===== src/rtl/otv_pkg.sv =====
// Package: command codes, field layout, limits, timing and carriers for the thermal and input overvoltage block
package otv_pkg;

	// ------------------------------------------------------------
	// Command codes
	// ------------------------------------------------------------
	localparam logic [7:0]  CMD_OT_ACTION   = 8'h50;
	localparam logic [7:0]  CMD_OT_WARN     = 8'h51;
	localparam logic [7:0]  CMD_VIN_OV      = 8'h55;

	// ------------------------------------------------------------
	// Field positions
	// ------------------------------------------------------------
	localparam int          ACT_MODE_HI     = 7;
	localparam int          ACT_MODE_LO     = 6;
	localparam int          ACT_RETRY_HI    = 5;
	localparam int          ACT_RETRY_LO    = 3;
	localparam int          ACT_DELAY_HI    = 2;
	localparam int          ACT_DELAY_LO    = 0;
	localparam int          LIN_EXP_HI      = 15;
	localparam int          LIN_EXP_LO      = 11;
	localparam int          LIN_MAN_HI      = 10;
	localparam int          LIN_MAN_LO      = 0;

	// ------------------------------------------------------------
	// Reset values (stand-ins for the nonvolatile copy) and the exponents of the restore grids
	// ------------------------------------------------------------
	localparam logic [7:0]  OT_ACTION_RST   = 8'hB8;
	localparam logic [15:0] OT_WARN_RST     = 16'h0073;
	localparam logic [15:0] VIN_OV_RST      = 16'hF040;
	localparam logic [4:0]  WARN_STORE_EXP  = 5'h00;
	localparam logic [4:0]  VIN_STORE_EXP   = 5'h1E;

	// ------------------------------------------------------------
	// Action modes and retry codes
	// ------------------------------------------------------------
	localparam logic [1:0]  MODE_IGNORE     = 2'h0;
	localparam logic [1:0]  MODE_DELAYED    = 2'h1;
	localparam logic [1:0]  MODE_IMMEDIATE  = 2'h2;
	localparam logic [1:0]  MODE_UNTIL_COOL = 2'h3;
	localparam logic [2:0]  RETRY_NONE      = 3'h0;
	localparam logic [2:0]  RETRY_FOREVER   = 3'h7;

	// ------------------------------------------------------------
	// Limits in quarter units (quarter degree, quarter volt); WARN_OFF_DEG and WARN_MAX_DEG in whole degrees
	// ------------------------------------------------------------
	localparam int          Q_SHIFT         = 2;
	localparam int          Q_HALF          = 2;
	localparam int          WARN_MIN_Q      = 0;
	localparam int          WARN_MAX_Q      = 640;
	localparam int          WARN_OFF_Q      = 1020;
	localparam int          WARN_OFF_DEG    = 255;
	localparam int          WARN_MAX_DEG    = 160;
	localparam int          HYST_Q          = 80;
	localparam int          VIN_MIN_Q       = 16;
	localparam int          VIN_MAX_Q       = 80;

	// ------------------------------------------------------------
	// Timing
	// ------------------------------------------------------------
	localparam int          CLK_HZ          = 10_000_000;
	localparam int          MS_TIME_US      = 1000;
	localparam int          TICK_CYCLES     = (CLK_HZ / 1_000_000) * MS_TIME_US;
	localparam logic [15:0] DLY0_MS         = 16'h000A;

	// ------------------------------------------------------------
	// Types
	// ------------------------------------------------------------
	typedef enum logic [2:0] {OT_OFF, OT_RUN, THERMAL_SHUTDOWN_DELAY, OT_SHUT, OT_HICCUP, OT_LATCH} otv_ot_state_e;

	typedef struct packed {
		logic               valid;
		logic               write;
		logic               word;
		logic [7:0]         code;
		logic [15:0]        data;
	} otv_cmd_s;

	typedef struct packed {
		logic               valid;
		logic signed [15:0] temp_q;
		logic [15:0]        vin_q;
	} otv_telem_s;

	typedef struct packed {
		logic               status_temp;
		logic               thermal_fault_flag;
		logic               thermal_warning_flag;
		logic               cml_invalid_data;
		logic               vin_ov_detect;
		logic               stage_enable;
		logic               restart;
	} otv_status_s;

	typedef struct packed {
		logic signed [31:0] q;
		logic               exact;
	} otv_lin_s;

	typedef struct packed {
		logic [7:0]         ot_action;
		logic [15:0]        ot_warn;
		logic [15:0]        vin_ov;
		otv_ot_state_e      st;
		logic [15:0]        tick_cnt;
		logic [15:0]        tmr;
		logic [2:0]         tries;
		logic               stuck;
		logic               over;
		logic               cool;
		logic [15:0]        rd_data;
		logic               rd_valid;
		otv_status_s        stat;
		logic               alert_n;
	} otv_state_s;

	// ------------------------------------------------------------
	// Linear word to quarter units; exact is low if bits were lost
	// ------------------------------------------------------------
	function automatic otv_lin_s lin_to_q(input logic [15:0] w);
		otv_lin_s           r;
		logic signed [31:0] m;
		logic signed [4:0]  e;
		logic [4:0]         ne;
		logic [31:0]        mask;
		m = 32'(signed'(w[LIN_MAN_HI:LIN_MAN_LO])) <<< Q_SHIFT;
		e = signed'(w[LIN_EXP_HI:LIN_EXP_LO]);
		ne = 5'(-e);
		mask = (32'h1 << ne) - 32'h1;
		if (!e[4]) begin
			r.q = m <<< e;
			r.exact = 1'b1;
		end else begin
			r.q = m >>> ne;
			r.exact = ((m & signed'(mask)) == 32'sh0);
		end
		return r;
	endfunction

	// Hiccup multiple of the rise time for a delay code
	function automatic logic [2:0] hiccup_mult(input logic [2:0] d);
		logic [2:0] r;
		if (d == 3'h0)
			r = 3'h1;
		else if (d <= 3'h3)
			r = 3'h2;
		else if (d <= 3'h6)
			r = 3'h3;
		else
			r = 3'h4;
		return r;
	endfunction

endpackage


===== src/rtl/otv_fault_ctrl.sv =====
// Overtemperature and input overvoltage fault control: command registers, detection and shutdown sequencing
`timescale 1ns/1ps
`default_nettype none

module otv_fault_ctrl #(
	parameter int unsigned MS_CYCLES = otv_pkg::TICK_CYCLES
) (
	input  wire logic                 mclk,
	input  wire logic                 rst,
	input  wire otv_pkg::otv_cmd_s    cmd,
	input  wire otv_pkg::otv_telem_s  telem,
	input  wire logic [15:0]          ot_fault_limit,
	input  wire logic [7:0]           ton_rise_ms,
	input  wire logic                 output_enable,
	input  wire logic                 clear_faults,
	input  wire logic                 nvm_restore,
	output logic [15:0]               rd_data,
	output logic                      rd_valid,
	output otv_pkg::otv_status_s      status,
	output logic                      alert_n
);

	// ------------------------------------------------------------
	// State
	// ------------------------------------------------------------
	otv_pkg::otv_state_s st;
	otv_pkg::otv_state_s next_st;

	otv_pkg::otv_lin_s   warn_lin;
	otv_pkg::otv_lin_s   fault_lin;
	otv_pkg::otv_lin_s   vin_lin;
	otv_pkg::otv_lin_s   wr_lin;
	logic signed [31:0]  release_q;
	logic signed [31:0]  temp_q;
	logic signed [31:0]  warn_deg;
	logic signed [31:0]  vin_clamp;
	logic                warn_off;
	logic                over_now;
	logic                cool_now;
	logic                warn_now;
	logic                tick;
	logic                wr_bad;
	logic                size_bad;
	logic                rd_bad;
	logic [1:0]          mode;
	logic [2:0]          retry;
	logic [2:0]          dly;
	logic [15:0]         hiccup_ms;

	assign rd_data  = st.rd_data;
	assign rd_valid = st.rd_valid;
	assign status   = st.stat;
	assign alert_n  = st.alert_n;

	// ------------------------------------------------------------
	// Threshold decode
	// ------------------------------------------------------------
	always_comb begin
		warn_lin  = otv_pkg::lin_to_q(st.ot_warn);
		fault_lin = otv_pkg::lin_to_q(ot_fault_limit);
		vin_lin   = otv_pkg::lin_to_q(st.vin_ov);
		wr_lin    = otv_pkg::lin_to_q(cmd.data);
		temp_q    = 32'(telem.temp_q);
		warn_off  = warn_lin.exact && (warn_lin.q == otv_pkg::WARN_OFF_Q);
		// Hysteresis falls back to a fixed band if the warning is unusable
		if (warn_off || (warn_lin.q > fault_lin.q))
			release_q = fault_lin.q - otv_pkg::HYST_Q;
		else
			release_q = warn_lin.q;
		over_now  = temp_q > fault_lin.q;
		cool_now  = temp_q < release_q;
		warn_now  = !warn_off && (temp_q >= warn_lin.q);
		mode      = st.ot_action[otv_pkg::ACT_MODE_HI:otv_pkg::ACT_MODE_LO];
		retry     = st.ot_action[otv_pkg::ACT_RETRY_HI:otv_pkg::ACT_RETRY_LO];
		dly       = st.ot_action[otv_pkg::ACT_DELAY_HI:otv_pkg::ACT_DELAY_LO];
		hiccup_ms = 16'(ton_rise_ms) * 16'(otv_pkg::hiccup_mult(dly));
		if (hiccup_ms == 16'h0000)
			hiccup_ms = 16'h0001;
		tick      = (st.tick_cnt == 16'(MS_CYCLES - 1));
	end

	// ------------------------------------------------------------
	// Write validation
	// ------------------------------------------------------------
	always_comb begin
		wr_bad = 1'b0;
		unique case (cmd.code)
			otv_pkg::CMD_OT_ACTION: begin
				wr_bad = cmd.word;
			end
			otv_pkg::CMD_OT_WARN: begin
				// Any resolution is kept as long as the value is in range
				wr_bad = !cmd.word ||
					!(((wr_lin.q >= otv_pkg::WARN_MIN_Q) && (wr_lin.q <= otv_pkg::WARN_MAX_Q)) ||
					  (wr_lin.exact && (wr_lin.q == otv_pkg::WARN_OFF_Q)));
			end
			otv_pkg::CMD_VIN_OV: begin
				wr_bad = !cmd.word || !wr_lin.exact ||
					(wr_lin.q < otv_pkg::VIN_MIN_Q) || (wr_lin.q > otv_pkg::VIN_MAX_Q);
			end
			default: begin
				wr_bad = 1'b0;
			end
		endcase
	end

	// ------------------------------------------------------------
	// Transaction size check
	// ------------------------------------------------------------
	// Lets a wrong-size read survive a clear in the same cycle
	always_comb begin
		size_bad = 1'b0;
		unique case (cmd.code)
			otv_pkg::CMD_OT_ACTION: begin
				size_bad = cmd.word;
			end
			otv_pkg::CMD_OT_WARN, otv_pkg::CMD_VIN_OV: begin
				size_bad = !cmd.word;
			end
			default: begin
				size_bad = 1'b0;
			end
		endcase
		rd_bad = cmd.valid && !cmd.write && size_bad;
	end

	// ------------------------------------------------------------
	// Restore rounding
	// ------------------------------------------------------------
	always_comb begin
		warn_deg = (warn_lin.q + otv_pkg::Q_HALF) >>> otv_pkg::Q_SHIFT;
		if (warn_deg >= otv_pkg::WARN_OFF_DEG)
			warn_deg = otv_pkg::WARN_OFF_DEG;
		else if (warn_deg > otv_pkg::WARN_MAX_DEG)
			warn_deg = otv_pkg::WARN_MAX_DEG;
		else if (warn_deg < 0)
			warn_deg = 0;
		vin_clamp = vin_lin.q;
		if (vin_clamp < otv_pkg::VIN_MIN_Q)
			vin_clamp = otv_pkg::VIN_MIN_Q;
		else if (vin_clamp > otv_pkg::VIN_MAX_Q)
			vin_clamp = otv_pkg::VIN_MAX_Q;
	end

	// ------------------------------------------------------------
	// Next state
	// ------------------------------------------------------------
	always_comb begin
		next_st = st;
		next_st.rd_valid = 1'b0;
		next_st.stat.restart = 1'b0;

		// Millisecond base for delay and hiccup timing
		next_st.tick_cnt = tick ? 16'h0000 : st.tick_cnt + 16'h0001;

		// Register access; a rejected write leaves the old value in place
		if (cmd.valid && cmd.write) begin
			if (wr_bad) begin
				next_st.stat.cml_invalid_data = 1'b1;
			end else begin
				unique case (cmd.code)
					otv_pkg::CMD_OT_ACTION: next_st.ot_action = cmd.data[7:0];
					otv_pkg::CMD_OT_WARN:   next_st.ot_warn   = cmd.data;
					otv_pkg::CMD_VIN_OV:    next_st.vin_ov    = cmd.data;
					default: begin
					end
				endcase
			end
		end else if (cmd.valid) begin
			unique case (cmd.code)
				otv_pkg::CMD_OT_ACTION: begin
					next_st.rd_data  = {8'h00, st.ot_action};
					next_st.rd_valid = !cmd.word;
					next_st.stat.cml_invalid_data = st.stat.cml_invalid_data | cmd.word;
				end
				otv_pkg::CMD_OT_WARN, otv_pkg::CMD_VIN_OV: begin
					next_st.rd_data  = (cmd.code == otv_pkg::CMD_OT_WARN) ? st.ot_warn : st.vin_ov;
					next_st.rd_valid = cmd.word;
					next_st.stat.cml_invalid_data = st.stat.cml_invalid_data | !cmd.word;
				end
				default: begin
				end
			endcase
		end

		// Restore snaps both thresholds onto their stored grids
		if (nvm_restore) begin
			next_st.ot_warn = {otv_pkg::WARN_STORE_EXP, 11'(warn_deg)};
			next_st.vin_ov  = {otv_pkg::VIN_STORE_EXP, 11'(vin_clamp)};
		end

		// Detector levels only move on fresh telemetry
		if (telem.valid) begin
			next_st.over = over_now;
			next_st.cool = cool_now;
			next_st.stat.vin_ov_detect = 32'(telem.vin_q) > vin_lin.q;
		end

		// Sticky flags: a set in the clearing cycle wins
		if (clear_faults) begin
			next_st.stat.thermal_fault_flag   = 1'b0;
			next_st.stat.thermal_warning_flag = 1'b0;
			next_st.stat.cml_invalid_data     = 1'b0;
			if (rd_bad || (cmd.valid && cmd.write && wr_bad))
				next_st.stat.cml_invalid_data = 1'b1;
		end
		if (telem.valid && over_now)
			next_st.stat.thermal_fault_flag = 1'b1;
		if (telem.valid && warn_now)
			next_st.stat.thermal_warning_flag = 1'b1;

		// Shutdown sequencing
		unique case (st.st)
			otv_pkg::OT_OFF: begin
				next_st.stat.stage_enable = 1'b0;
				next_st.tries = 3'h0;
				next_st.stuck = 1'b0;
				if (output_enable) begin
					next_st.st = otv_pkg::OT_RUN;
					next_st.stat.stage_enable = 1'b1;
				end
			end
			otv_pkg::OT_RUN: begin
				next_st.stat.stage_enable = 1'b1;
				if (st.over && (mode != otv_pkg::MODE_IGNORE)) begin
					if (mode == otv_pkg::MODE_DELAYED) begin
						next_st.st  = otv_pkg::THERMAL_SHUTDOWN_DELAY;
						next_st.tmr = (dly == 3'h0) ? otv_pkg::DLY0_MS : 16'(dly);
					end else begin
						next_st.st = otv_pkg::OT_SHUT;
						next_st.stat.stage_enable = 1'b0;
					end
				end else if (telem.valid && !over_now) begin
					// A clean reading after start-up counts as success
					next_st.tries = 3'h0;
				end
			end
			otv_pkg::THERMAL_SHUTDOWN_DELAY: begin
				if (!st.over || (mode == otv_pkg::MODE_IGNORE)) begin
					next_st.st = otv_pkg::OT_RUN;
				end else if (tick) begin
					if (st.tmr <= 16'h0001) begin
						next_st.st = otv_pkg::OT_SHUT;
						next_st.stat.stage_enable = 1'b0;
					end else begin
						next_st.tmr = st.tmr - 16'h0001;
					end
				end
			end
			otv_pkg::OT_SHUT: begin
				next_st.stat.stage_enable = 1'b0;
				if (telem.valid && over_now)
					next_st.stuck = 1'b0;
				if (clear_faults && (mode == otv_pkg::MODE_UNTIL_COOL) && !st.cool && !st.over)
					next_st.stuck = 1'b1;
				if (retry == otv_pkg::RETRY_NONE) begin
					next_st.st = otv_pkg::OT_LATCH;
				end else if ((mode != otv_pkg::MODE_UNTIL_COOL) || (st.cool && !st.stuck)) begin
					next_st.st  = otv_pkg::OT_HICCUP;
					next_st.tmr = hiccup_ms;
				end
			end
			otv_pkg::OT_HICCUP: begin
				next_st.stat.stage_enable = 1'b0;
				if (tick) begin
					if (st.tmr > 16'h0001) begin
						next_st.tmr = st.tmr - 16'h0001;
					end else if ((retry != otv_pkg::RETRY_FOREVER) && (st.tries >= retry)) begin
						next_st.st = otv_pkg::OT_LATCH;
					end else begin
						if (retry != otv_pkg::RETRY_FOREVER)
							next_st.tries = st.tries + 3'h1;
						if (st.cool) begin
							next_st.st = otv_pkg::OT_RUN;
							next_st.stat.stage_enable = 1'b1;
							next_st.stat.restart = 1'b1;
						end else begin
							// Hot attempt: nothing switches, but it is spent
							next_st.tmr = hiccup_ms;
						end
					end
				end
			end
			otv_pkg::OT_LATCH: begin
				next_st.stat.stage_enable = 1'b0;
			end
			default: begin
				next_st.st = otv_pkg::OT_OFF;
			end
		endcase

		// Disable always wins and also ends a stuck fault
		if (!output_enable) begin
			next_st.st = otv_pkg::OT_OFF;
			next_st.stat.stage_enable = 1'b0;
			next_st.stat.restart = 1'b0;
		end

		next_st.stat.status_temp = next_st.stat.thermal_fault_flag |
			next_st.stat.thermal_warning_flag;
		next_st.alert_n = !(next_st.stat.status_temp | next_st.stat.cml_invalid_data);
	end

	// ------------------------------------------------------------
	// Register
	// ------------------------------------------------------------
	always_ff @(posedge mclk) begin
		if (rst) begin
			st           <= '0;
			st.ot_action <= otv_pkg::OT_ACTION_RST;
			st.ot_warn   <= otv_pkg::OT_WARN_RST;
			st.vin_ov    <= otv_pkg::VIN_OV_RST;
			st.st        <= otv_pkg::OT_OFF;
			st.alert_n   <= 1'b1;
		end else begin
			st <= next_st;
		end
	end

endmodule

`default_nettype wire


===== config.mk =====
export PLATFORM = sky130hd
export DESIGN_NAME = otv_fault_ctrl
export DESIGN_NICKNAME = d
export VERILOG_FILES = /design/src/rtl/otv_pkg.sv /design/src/rtl/otv_fault_ctrl.sv
export SDC_FILE = /design/constraint.sdc
export NUM_CORES = 1
export LEC_CHECK = 0
export ABC_AREA = 1
export BUFFER_PORTS_ARGS = -buffer_cell sky130_fd_sc_hd__buf_2
export CAP_MARGIN = 5
export CORE_ASPECT_RATIO = 1.75
export CORE_MARGIN = 4
export CORE_UTILIZATION = 48
export DETAILED_ROUTE_END_ITERATION = 8
export GPL_TIMING_DRIVEN = 0
export PLACE_DENSITY = 0.66
export SLEW_MARGIN = 0
export SYNTH_ARGS = -nofsm -noshare
export SYNTH_HDL_FRONTEND = slang
export SYNTH_SLANG_ARGS = --single-unit

===== constraint.sdc =====
create_clock -name mclk -period 6 [get_ports mclk]
set_input_delay 0.6 -clock mclk [delete_from_list [all_inputs] [get_ports mclk]]
set_output_delay 0.6 -clock mclk [all_outputs]
set_load 0.05 [all_outputs]

Word level (Yosys, flattened, before mapping)
Cells that the tools add are included.
{"block": "word_totals", "regBits": 106, "input_bits": 89}
{"block": "classes", "add_sub_neg": 13, "mul": 1, "order_cmp": 19, "n_eq_ne": 37, "n_shift": 12, "n_mux": 74, "n_bitwise": 15, "n_reduce_logical": 72}
{"cell": "two-way mux 16 bit", "n": 11}
{"cell": "two-way mux 33 bit", "n": 4}
{"cell": "AND 13 x 32 -> 32 bit", "n": 4}
{"cell": "logical NOT 32 bit", "n": 4}
{"cell": "left shift 1 x 5 -> 32 bit (first input constant)", "n": 4}
{"cell": "<<< shifter 13 x 5 -> 32 bit", "n": 4}
{"cell": ">>> shifter 13 x 5 -> 32 bit", "n": 4}
{"cell": "subtractor 32 x 1 -> 32 bit (second input constant)", "n": 4}
{"cell": "two-way mux 27 bit", "n": 3}
{"cell": "two-way mux 11 bit", "n": 7}
{"cell": "equality test 32 x 11 -> 1 bit (second input constant)", "n": 2}
{"cell": "greater-than comparator 16 x 32 -> 1 bit", "n": 2}
{"cell": "greater-than comparator 32 x 8 -> 1 bit (second input constant)", "n": 2}
{"cell": "< comparator 32 x 6 -> 1 bit (second input constant)", "n": 2}
{"cell": "case mux 16 bit (4 select lines)", "n": 1}
{"cell": "two-way mux 3 bit", "n": 18}
{"cell": "two-way mux 19 bit", "n": 2}
{"cell": "case mux 17 bit (2 select lines)", "n": 1}
{"cell": "adder 32 x 3 -> 32 bit (second input constant)", "n": 1}
{"cell": "greater-or-equal comparator 16 x 32 -> 1 bit", "n": 1}
{"cell": "greater-or-equal comparator 32 x 1 -> 1 bit (second input constant)", "n": 1}
{"cell": "greater-than comparator 32 bit", "n": 1}
{"cell": "<= comparator 32 x 11 -> 1 bit (second input constant)", "n": 1}
{"cell": "< comparator 16 x 32 -> 1 bit", "n": 1}
{"cell": "other kinds (53)", "n": 158}

Logic depth before layout (Yosys ltp)
Gate-level depths: netlist of run 1.
{"block": "depth", "ltp_word": 20, "ltp_mapped": 45, "ltp_nobuf": 42}

Worst setup path after synthesis of run 1
Ideal clock, no wire load.
{"block": "synth_path", "path_kind": "input-to-reg", "startpoint": "input ot_fault_limit[11]", "endpoint": "register st[25] (netlist bit)", "setup_ns": 0.109, "arrival_ns": 5.292, "slack_ns": 0.599, "cell_stages": 39, "path_cell_list": "buf_2 inv_2 buf_2 ha_1 xnor2_1 clkbuf_1 o21ai_0 a32o_1 a221oi_1 ha_1 nand2_1 o21ai_0 nand2_1 o211ai_1 nand2_1 o2111ai_1 nand2_1 nand2_1 (+3 left out) nand2_1 inv_1 clkbuf_1 nand2_1 o21ai_0 ha_1 a21oi_1 o21ai_0 nand3_1 nand2_1 nand2_1 a21oi_1 a211oi_1 nand2_1 nand2_1 nand3_1 nand2_1 inv_1"}
{"block": "synth_between", "elab_chain_len": 7, "elab_cells_between_ends": 9, "cone_classes": "2 x add/sub; 2 x order compare; 2 x shift; 2 x mux; 1 x reduce/logical"}
{"item": "start: declaration", "line_no": "otv_fault_ctrl.sv:12", "text": "input wire logic [15:0] ot_fault_limit,"}
{"item": "negation 5 bit", "line_no": "otv_pkg.sv:128", "text": "ne = 5'(-e);"}
{"item": ">>> shifter 13 x 5 -> 32 bit", "line_no": "otv_pkg.sv:134", "text": "r.q = m >>> ne;"}
{"item": "two-way mux 33 bit (*)", "line_no": "otv_pkg.sv:130", "text": "if (!e[4]) begin"}
{"item": "greater-than comparator 32 bit", "line_no": "otv_fault_ctrl.sv:66", "text": "if (warn_off || (warn_lin.q > fault_lin.q))"}
{"item": "logical OR 1 bit", "line_no": "otv_fault_ctrl.sv:66"}
{"item": "two-way mux 32 bit (*)", "line_no": "otv_fault_ctrl.sv:66"}
{"item": "< comparator 16 x 32 -> 1 bit (*)", "line_no": "otv_fault_ctrl.sv:71", "text": "cool_now = temp_q < release_q;"}
{"item": "end signal: assignment", "line_no": "otv_fault_ctrl.sv:316", "text": "st <= next_st;"}
{"item": "end: declaration", "line_no": "otv_fault_ctrl.sv:26", "text": "otv_pkg::otv_state_s st;"}
Every way passes the cells marked *; elsewhere a longest branch is shown, timed or not.
A chain may end at the register's enable or synchronous reset.

Worst setup path after layout of run 1
{"block": "layout_path", "startpoint": "input ot_fault_limit[10]", "endpoint": "register st[25] (netlist bit)"}
{"block": "layout_between", "elab_chain_len": 6, "elab_cells_between_ends": 8, "cone_classes": "1 x add/sub; 2 x order compare; 2 x shift; 2 x mux; 1 x reduce/logical"}
{"item": "<<< shifter 13 x 5 -> 32 bit / >>> shifter 13 x 5 -> 32 bit (equally long branches)", "line_no": "otv_pkg.sv:131, otv_pkg.sv:134"}
{"item": "two-way mux 33 bit (*)", "line_no": "otv_pkg.sv:130"}
{"item": "greater-than comparator 32 bit", "line_no": "otv_fault_ctrl.sv:66"}
{"item": "logical OR 1 bit", "line_no": "otv_fault_ctrl.sv:66"}
{"item": "two-way mux 32 bit (*)", "line_no": "otv_fault_ctrl.sv:66"}
{"item": "< comparator 16 x 32 -> 1 bit (*)", "line_no": "otv_fault_ctrl.sv:71"}
Marks and branches as above.

==> results.cfg, run 1 <==
[setup_path]
startpoint = ot_fault_limit[10]
reg2reg_from = st[93]
cp.arrival_ns = 6.08
cpMostUsedCell = nand2_1
critPathSlowestCell = nor4b_4
worst-setup-path-type = input port to flip-flop
critical-path-top-delay-family = simple AND/OR/NAND/NOR gates
end_kind = flip-flop
cp_max_fo = 9
cp_num_buf_inv = 6
crit_path_max_incr_delay_ns = 0.43
cp-start-kind = input port
crit_required_ns = 6.26

[sta]
slew_headroom_pct = 31.5
fin_crit_ns = 5.82
setup_viol = 0
skew_ns = 0.0110
finalWorstSetupSlack_ns = 0.185
period_share_pct = 96.9
fin_setup_tns_ns = 0
slew_viol_final = 0
worst_pin_slew_ns = 1.00
fmax_mhz = 172
finalHoldViolCount = 0

[placement]
dp_hpwl_um = 52300
port_buffers = 107
place_ws_ns = -1.90
gp_congestion = 1.03
place_area_sq_um = 17100

[yosys]
synth.avg_cell_area_sq_um = 5.80
synth_compound_area_share_pct = 22.7
synth_area_leader_cell = nand2_1
syn_nets = 3023
synth_top_family_by_area = simple AND/OR/NAND/NOR gates
netlist.area_leader.share_pct = 15.8
synth-seq-cells = 106
synth-simple-area-share_pct = 35.2
synth.distinct_cells = 67
ys_async_sr_fraction_pct = 0
yosys-top-cells-area = nand2_1 (16%), dfxtp_1 (13%), ha_1 (13%), inv_1 (8.0%), o21ai_0 (7.5%)
synth_top_flop_cell = dfxtp_1
synth_edf_count = 0
ys.warnings.count = 0
synth_seq_area_share_pct = 13.2
syn_area_sq_um = 16000
syn_inst = 2763
synth_adder_area_share_pct = 13.7
synth_xor_xnor_area_share_pct = 2.86
synthMuxAreaShare_pct = 0.437

[die]
die_y_um = 250
die_w_um = 146
coreArea_sq_um = 32900
die_area_sq_um = 36500
num_io_pins = 114
std_cell_rows = 88
initial_core_util_pct = 48.7

[route]
drt_wl_total_um = 61400
vias = 19142
ant_nets = 0
drcViolationCount = 0
routedWlPerCell_um = 18.6
drt-initial-drc-count = 1075
drt-pass1-iter-count = 6
vias_per_cell = 5.81

[pwr]
sw_frac_of_total_pct = 45.1
seqPwrFrac_pct = 28.7
p_per_area_nw_per_um2 = 158
clkPwrFrac_pct = 21.7
p_leak_uw = 0.00894
peakVddDrop_mv = 0.137
switchingPower_uw = 1270
comb_power_share_pct = 49.6
p_int_uw = 1540

[final_layout]
area_growth_syn_to_layout_pct = 10.9
mostFrequentLayoutCells = nand2_1 (668), inv_1 (337), nor2_1 (306), o21ai_0 (230), a21oi_1 (209)
nFillCells = 3539
utilization_pct = 54.0
layout_commonest_cell = nand2_1
design_area_sq_um = 17800
n_antenna_cell = 0
fin_nets = 3147
drive_above_1_share_pct = 10.4

[worst_hold_path]
hp-start = st[47]
worstHoldPathType = flip-flop to flip-flop

[cts]
hold_buffers = 0
clock_latency_ns = 0.37
cts_buffers = 9
cts_tree = built
clock_path_buffers = 2
clock-root-buffer = clkbuf_16
clock_sinks = 106
h-tree-depth = 3
clk_pin_slew_ns = 0.08

[run]
drv_cap = 0

[grt]
grt_max_degree = 44
grtUsageTotal_pct = 32.4
grt_overflow = 0
antenna_found_initial = 0
grt_pass1_wl_um = 95400
grt_pass1_vias = 19145

[status]
outcome = finished clean
## power groups by stage
stage	Combinational, uW	Clock (uW)	Sequential [uW]
floorplan	970	0	806
global placement	1320	0	819
detailed placement	1340	0	821
CTS	1360	619	805
global route	1570	643	813
finish	1390	611	806
## flip-flops by register name, indices dropped and copies added, names as in the netlist
name      count
status        7
dly           3
retry         3
rd_valid      1
rd_data      16
mode          2
alert_n       1
st           73
## logic make-up (layout without fill, tap and decap cells)
| group | count (synthesis) | in the layout |
|---|---|---|
| AO/OA/AOI/OAI | 639 | 639 |
| XOR/XNOR | 48 | 48 |
| adder cells (fa/ha/maj) | 171 | 171 |
| buffers and inverters | 465 | 594 |
| flip-flops | 106 | 106 |
| multiplexers | 7 | 7 |
| AND/OR/NAND/NOR | 1327 | 1327 |
## layout make-up
type,instances,area [sq um],area share [%]
flip-flops and latches,106,2120,11.9
clock inverters,5,42.5,0.239
multi-input cells,2192,12300,69.1
repair buffers,113,581,3.27
inverters,363,1370,7.69
clock buffers,11,253,1.42
well taps,405,507,2.85
plain buffers,102,616,3.46
## worst register-to-register path: cells and delay by family, from the launching register on
| family | cells | cell delay [ns] |
|---|---|---|
| AOI/OAI and AO/OA | 6 | 0.75 |
| buffers and inverters | 6 | 0.83 |
| and+or+nand+nor | 22 | 2.56 |
| adders and majority gates | 3 | 0.97 |
| DFF | 1 | 0.39 |
## final timing paths
path,cells after the start,endpoint,slack (ns)
worst min register to register,1,st[47],0.46
worst min-delay path,1,st[47],0.46
worst max-delay path,32,st[25],0.18
worst max register to register,37,st[25],0.41
## per-stage QoR
stage	total power (uW)	hold WS [ns]	std cells
2_1_floorplan	1780	0.418	2763
3_3_place_gp	2140	0.426	3275
3_5_place_dp	2160	0.444	3275
4_1_cts	2790	0.458	3292
5_1_grt	3030	0.477	3297
6_report	2810	0.455	3297
## metal layers
layer | vias to the layer above | routed length [um] | GRT usage [%]
li1 | 9502 | - | -
met1 | 8627 | 20000 | 28.5
met2 | 699 | 32200 | 62.4
met3 | 314 | 2350 | 3.47
met4 | 0 | 6900 | 30.8
met5 | - | 0 | 0
## what timing repair did
item / CTS / global route
hold endpoints to repair: 0 / 0
resized for setup: 52 / 62
cloned: 0 / 0
pin swaps: 2 / 6
setup endpoints to repair: 1 / 1
setup buffers: 1 / 5
## cells in the mapped netlist, types with 7 or more instances
library cell	count
o21ai_1	22
clkinv_1	11
a21oi_1	213
nand3_1	172
clkbuf_1	48
nor2_1	313
nor4_1	17
o21a_1	12
buf_2	17
o22ai_1	24
nand2_1	675
nand2_2	11
o211ai_1	29
xor2_1	32
inv_2	11
o2111ai_1	10
a31oi_1	15
and2_1	7
nand4_1	43
a22oi_1	9
xnor2_1	11
a211oi_1	10
fa_1	7
inv_1	340
or2_2	8
mux2i_1	7
buf_4	31
nor3_1	45
ha_1	164
dfxtp_1	106
o21ai_0	241
Note: power is estimated with default switching activity, not from simulation.
==> run 2, diff against run 1 <==
==> constraint.sdc (replaced) <==
create_clock -name mclk -period 7.2 [get_ports mclk]
set_input_delay 0.72 -clock mclk [delete_from_list [all_inputs] [get_ports mclk]]
set_output_delay 0.72 -clock mclk [all_outputs]
set_load 0.05 [all_outputs]
==> run 2 against run 1 <==
Effect of this change:
- power shrank 18%
- worst hold slack got worse by 0.0022 ns
- combinational power decreased by 19%
- flip-flop and latch count did not move
- sequential power down 17%
- largest cell class unchanged
==> results.cfg, run 2 (synthesis results as in run 1) <==
[sta]
fin_crit_ns = 6.79
fin_setup_tns_ns = 0
period_share_pct = 94.3
hold_ws_ns = 0.453
fmax_mhz = 147
setup_viol = 0
slew_viol_final = 0
worst_pin_slew_ns = 1.10
finalWorstSetupSlack_ns = 0.408
finalHoldViolCount = 0
slew_headroom_pct = 25.9
rsz0062_at_grt = no
skew_ns = 0.00954

[final_layout]
multi_input_area_sq_um = 12000
area_growth_syn_to_layout_pct = 8.56
fin_nets = 3141
regArea_sq_um = 2120
largest_reg_flops = 73
drive_above_1_share_pct = 8.70
layout.cells.non_filler = 3291
nFillCells = 3591
mostFrequentLayoutCells = nand2_1 (674), inv_1 (340), nor2_1 (312), o21ai_0 (240), a21oi_1 (213)
design_area_sq_um = 17400
layout_commonest_cell = nand2_1
top_register = st
n_antenna_cell = 0

[grt]
grt_pass1_wl_um = 95100
grt_overflow = 0
grtUsageTotal_pct = 32.3
grt_max_degree = 44
grtUsageMet3_pct = 3.32
antenna_found_initial = 0
met1_usage_pct = 28.5
gr-max-usage-layer = met2
met2_usage_pct = 62.3
grt_pass1_vias = 19108

[die]
num_io_pins = 114
die_area_sq_um = 36500
die_y_um = 250
die_w_um = 146
initial_core_util_pct = 48.7
coreArea_sq_um = 32900
std_cell_rows = 88

[cts]
cts_resized = 5
cts_tree = built
clock_sinks = 106
cts_setup_buffers = 0
hold_buffers = 0
clk_pin_slew_ns = 0.08
clock_path_buffers = 2
cts_buffers = 9
clock-root-buffer = clkbuf_16
h-tree-depth = 3
clock_latency_ns = 0.37

[placement]
dp.cells = 3275
port_buffers = 107
place_ws_ns = -0.818
gp_congestion = 1.03
place_area_sq_um = 17100
dp_hpwl_um = 52300

[worst_hold_path]
worstHoldPathCells = 1
worstHoldPathType = flip-flop to flip-flop
hp-start = st[47]
whs_endpoint = st[47]

[setup_path]
end_kind = flip-flop
critPathSlowestCell = o21ai_0
reg2reg_to = st[25]
reg2reg_slack_ns = 0.52
cp.arrival_ns = 7.06
crit_path_max_incr_delay_ns = 0.57
worst-setup-path-type = input port to flip-flop
startpoint = ot_fault_limit[10]
cp-start-kind = input port
cp_max_fo = 10
reg2reg_from = st[93]
rr_worst_depth = 39
crit_required_ns = 7.47
cpMostUsedCell = nand2_1

[route]
drcViolationCount = 0
vias = 19182
drt-initial-drc-count = 1050
ant_nets = 0
drt-pass1-iter-count = 6
vias_per_cell = 5.83
routedWlPerCell_um = 18.6
drt_wl_total_um = 61300

[pwr]
p_leak_uw = 0.00883
peakVddDrop_mv = 0.114
p_per_area_nw_per_um2 = 133

[status]
outcome = finished clean

[run]
drv_cap = 0
run 2: cell types whose count changed in the layout (fill, tap and decap cells not counted), moves of 4 or more:
cell,before,now
nand2_1,668,674
nor2_2,12,7
o21ai_1,31,23
o21ai_0,230,240
buf_4,38,31
nor2_1,306,312
a21oi_1,209,213
clkbuf_1,36,41
run 2: worst max path at each step:
stage | endpoint | cells past startpoint
2_1_floorplan | st[25] | 39
3_3_place_gp | st[25] | 31
3_5_place_dp | st[25] | 31
4_1_cts | st[25] | 36
5_1_grt | st[25] | 42
6_report | st[25] | 31
run 2: cell type report:
cell class / instances / area share (%)
Inverter: 363 / 7.84
Clock buffer: 11 / 1.45
Clock inverter: 5 / 0.245
Tap cell: 405 / 2.91
Timing Repair Buffer: 107 / 3.08
Multi-Input combinational cell: 2192 / 69.1
Sequential cell: 106 / 12.2
Buffer: 102 / 3.13
run 2: stage by stage:
step           utilization (%)  total power, uW
2_1_floorplan                -             1480
3_3_place_gp              51.8             1780
3_5_place_dp              51.8             1800
4_1_cts                   52.8             2310
5_1_grt                   52.8             2490
6_report                  52.8             2320
run 2: where the power goes:
group / leakage [uW] / switching [uW] / internal [uW]
sequential: 0.000861 / 44.2 / 628
combinational: 0.00782 / 750 / 382
clock: 0.000143 / 252 / 259
run 2: critical path: cells and delay by family:
kind                       cells  cell delay [ns]
AOI/OAI and AO/OA              7             1.84
adders and majority gates      2             0.60
buffers and inverters          7             1.31
and+or+nand+nor               15             2.60
run 2: layer usage:
layer  part of all wire [%]  wire [um]
met1                     33      20100
met2                     52      32000
met3                    3.8       2350
met4                     11       6870
met5                      0          0
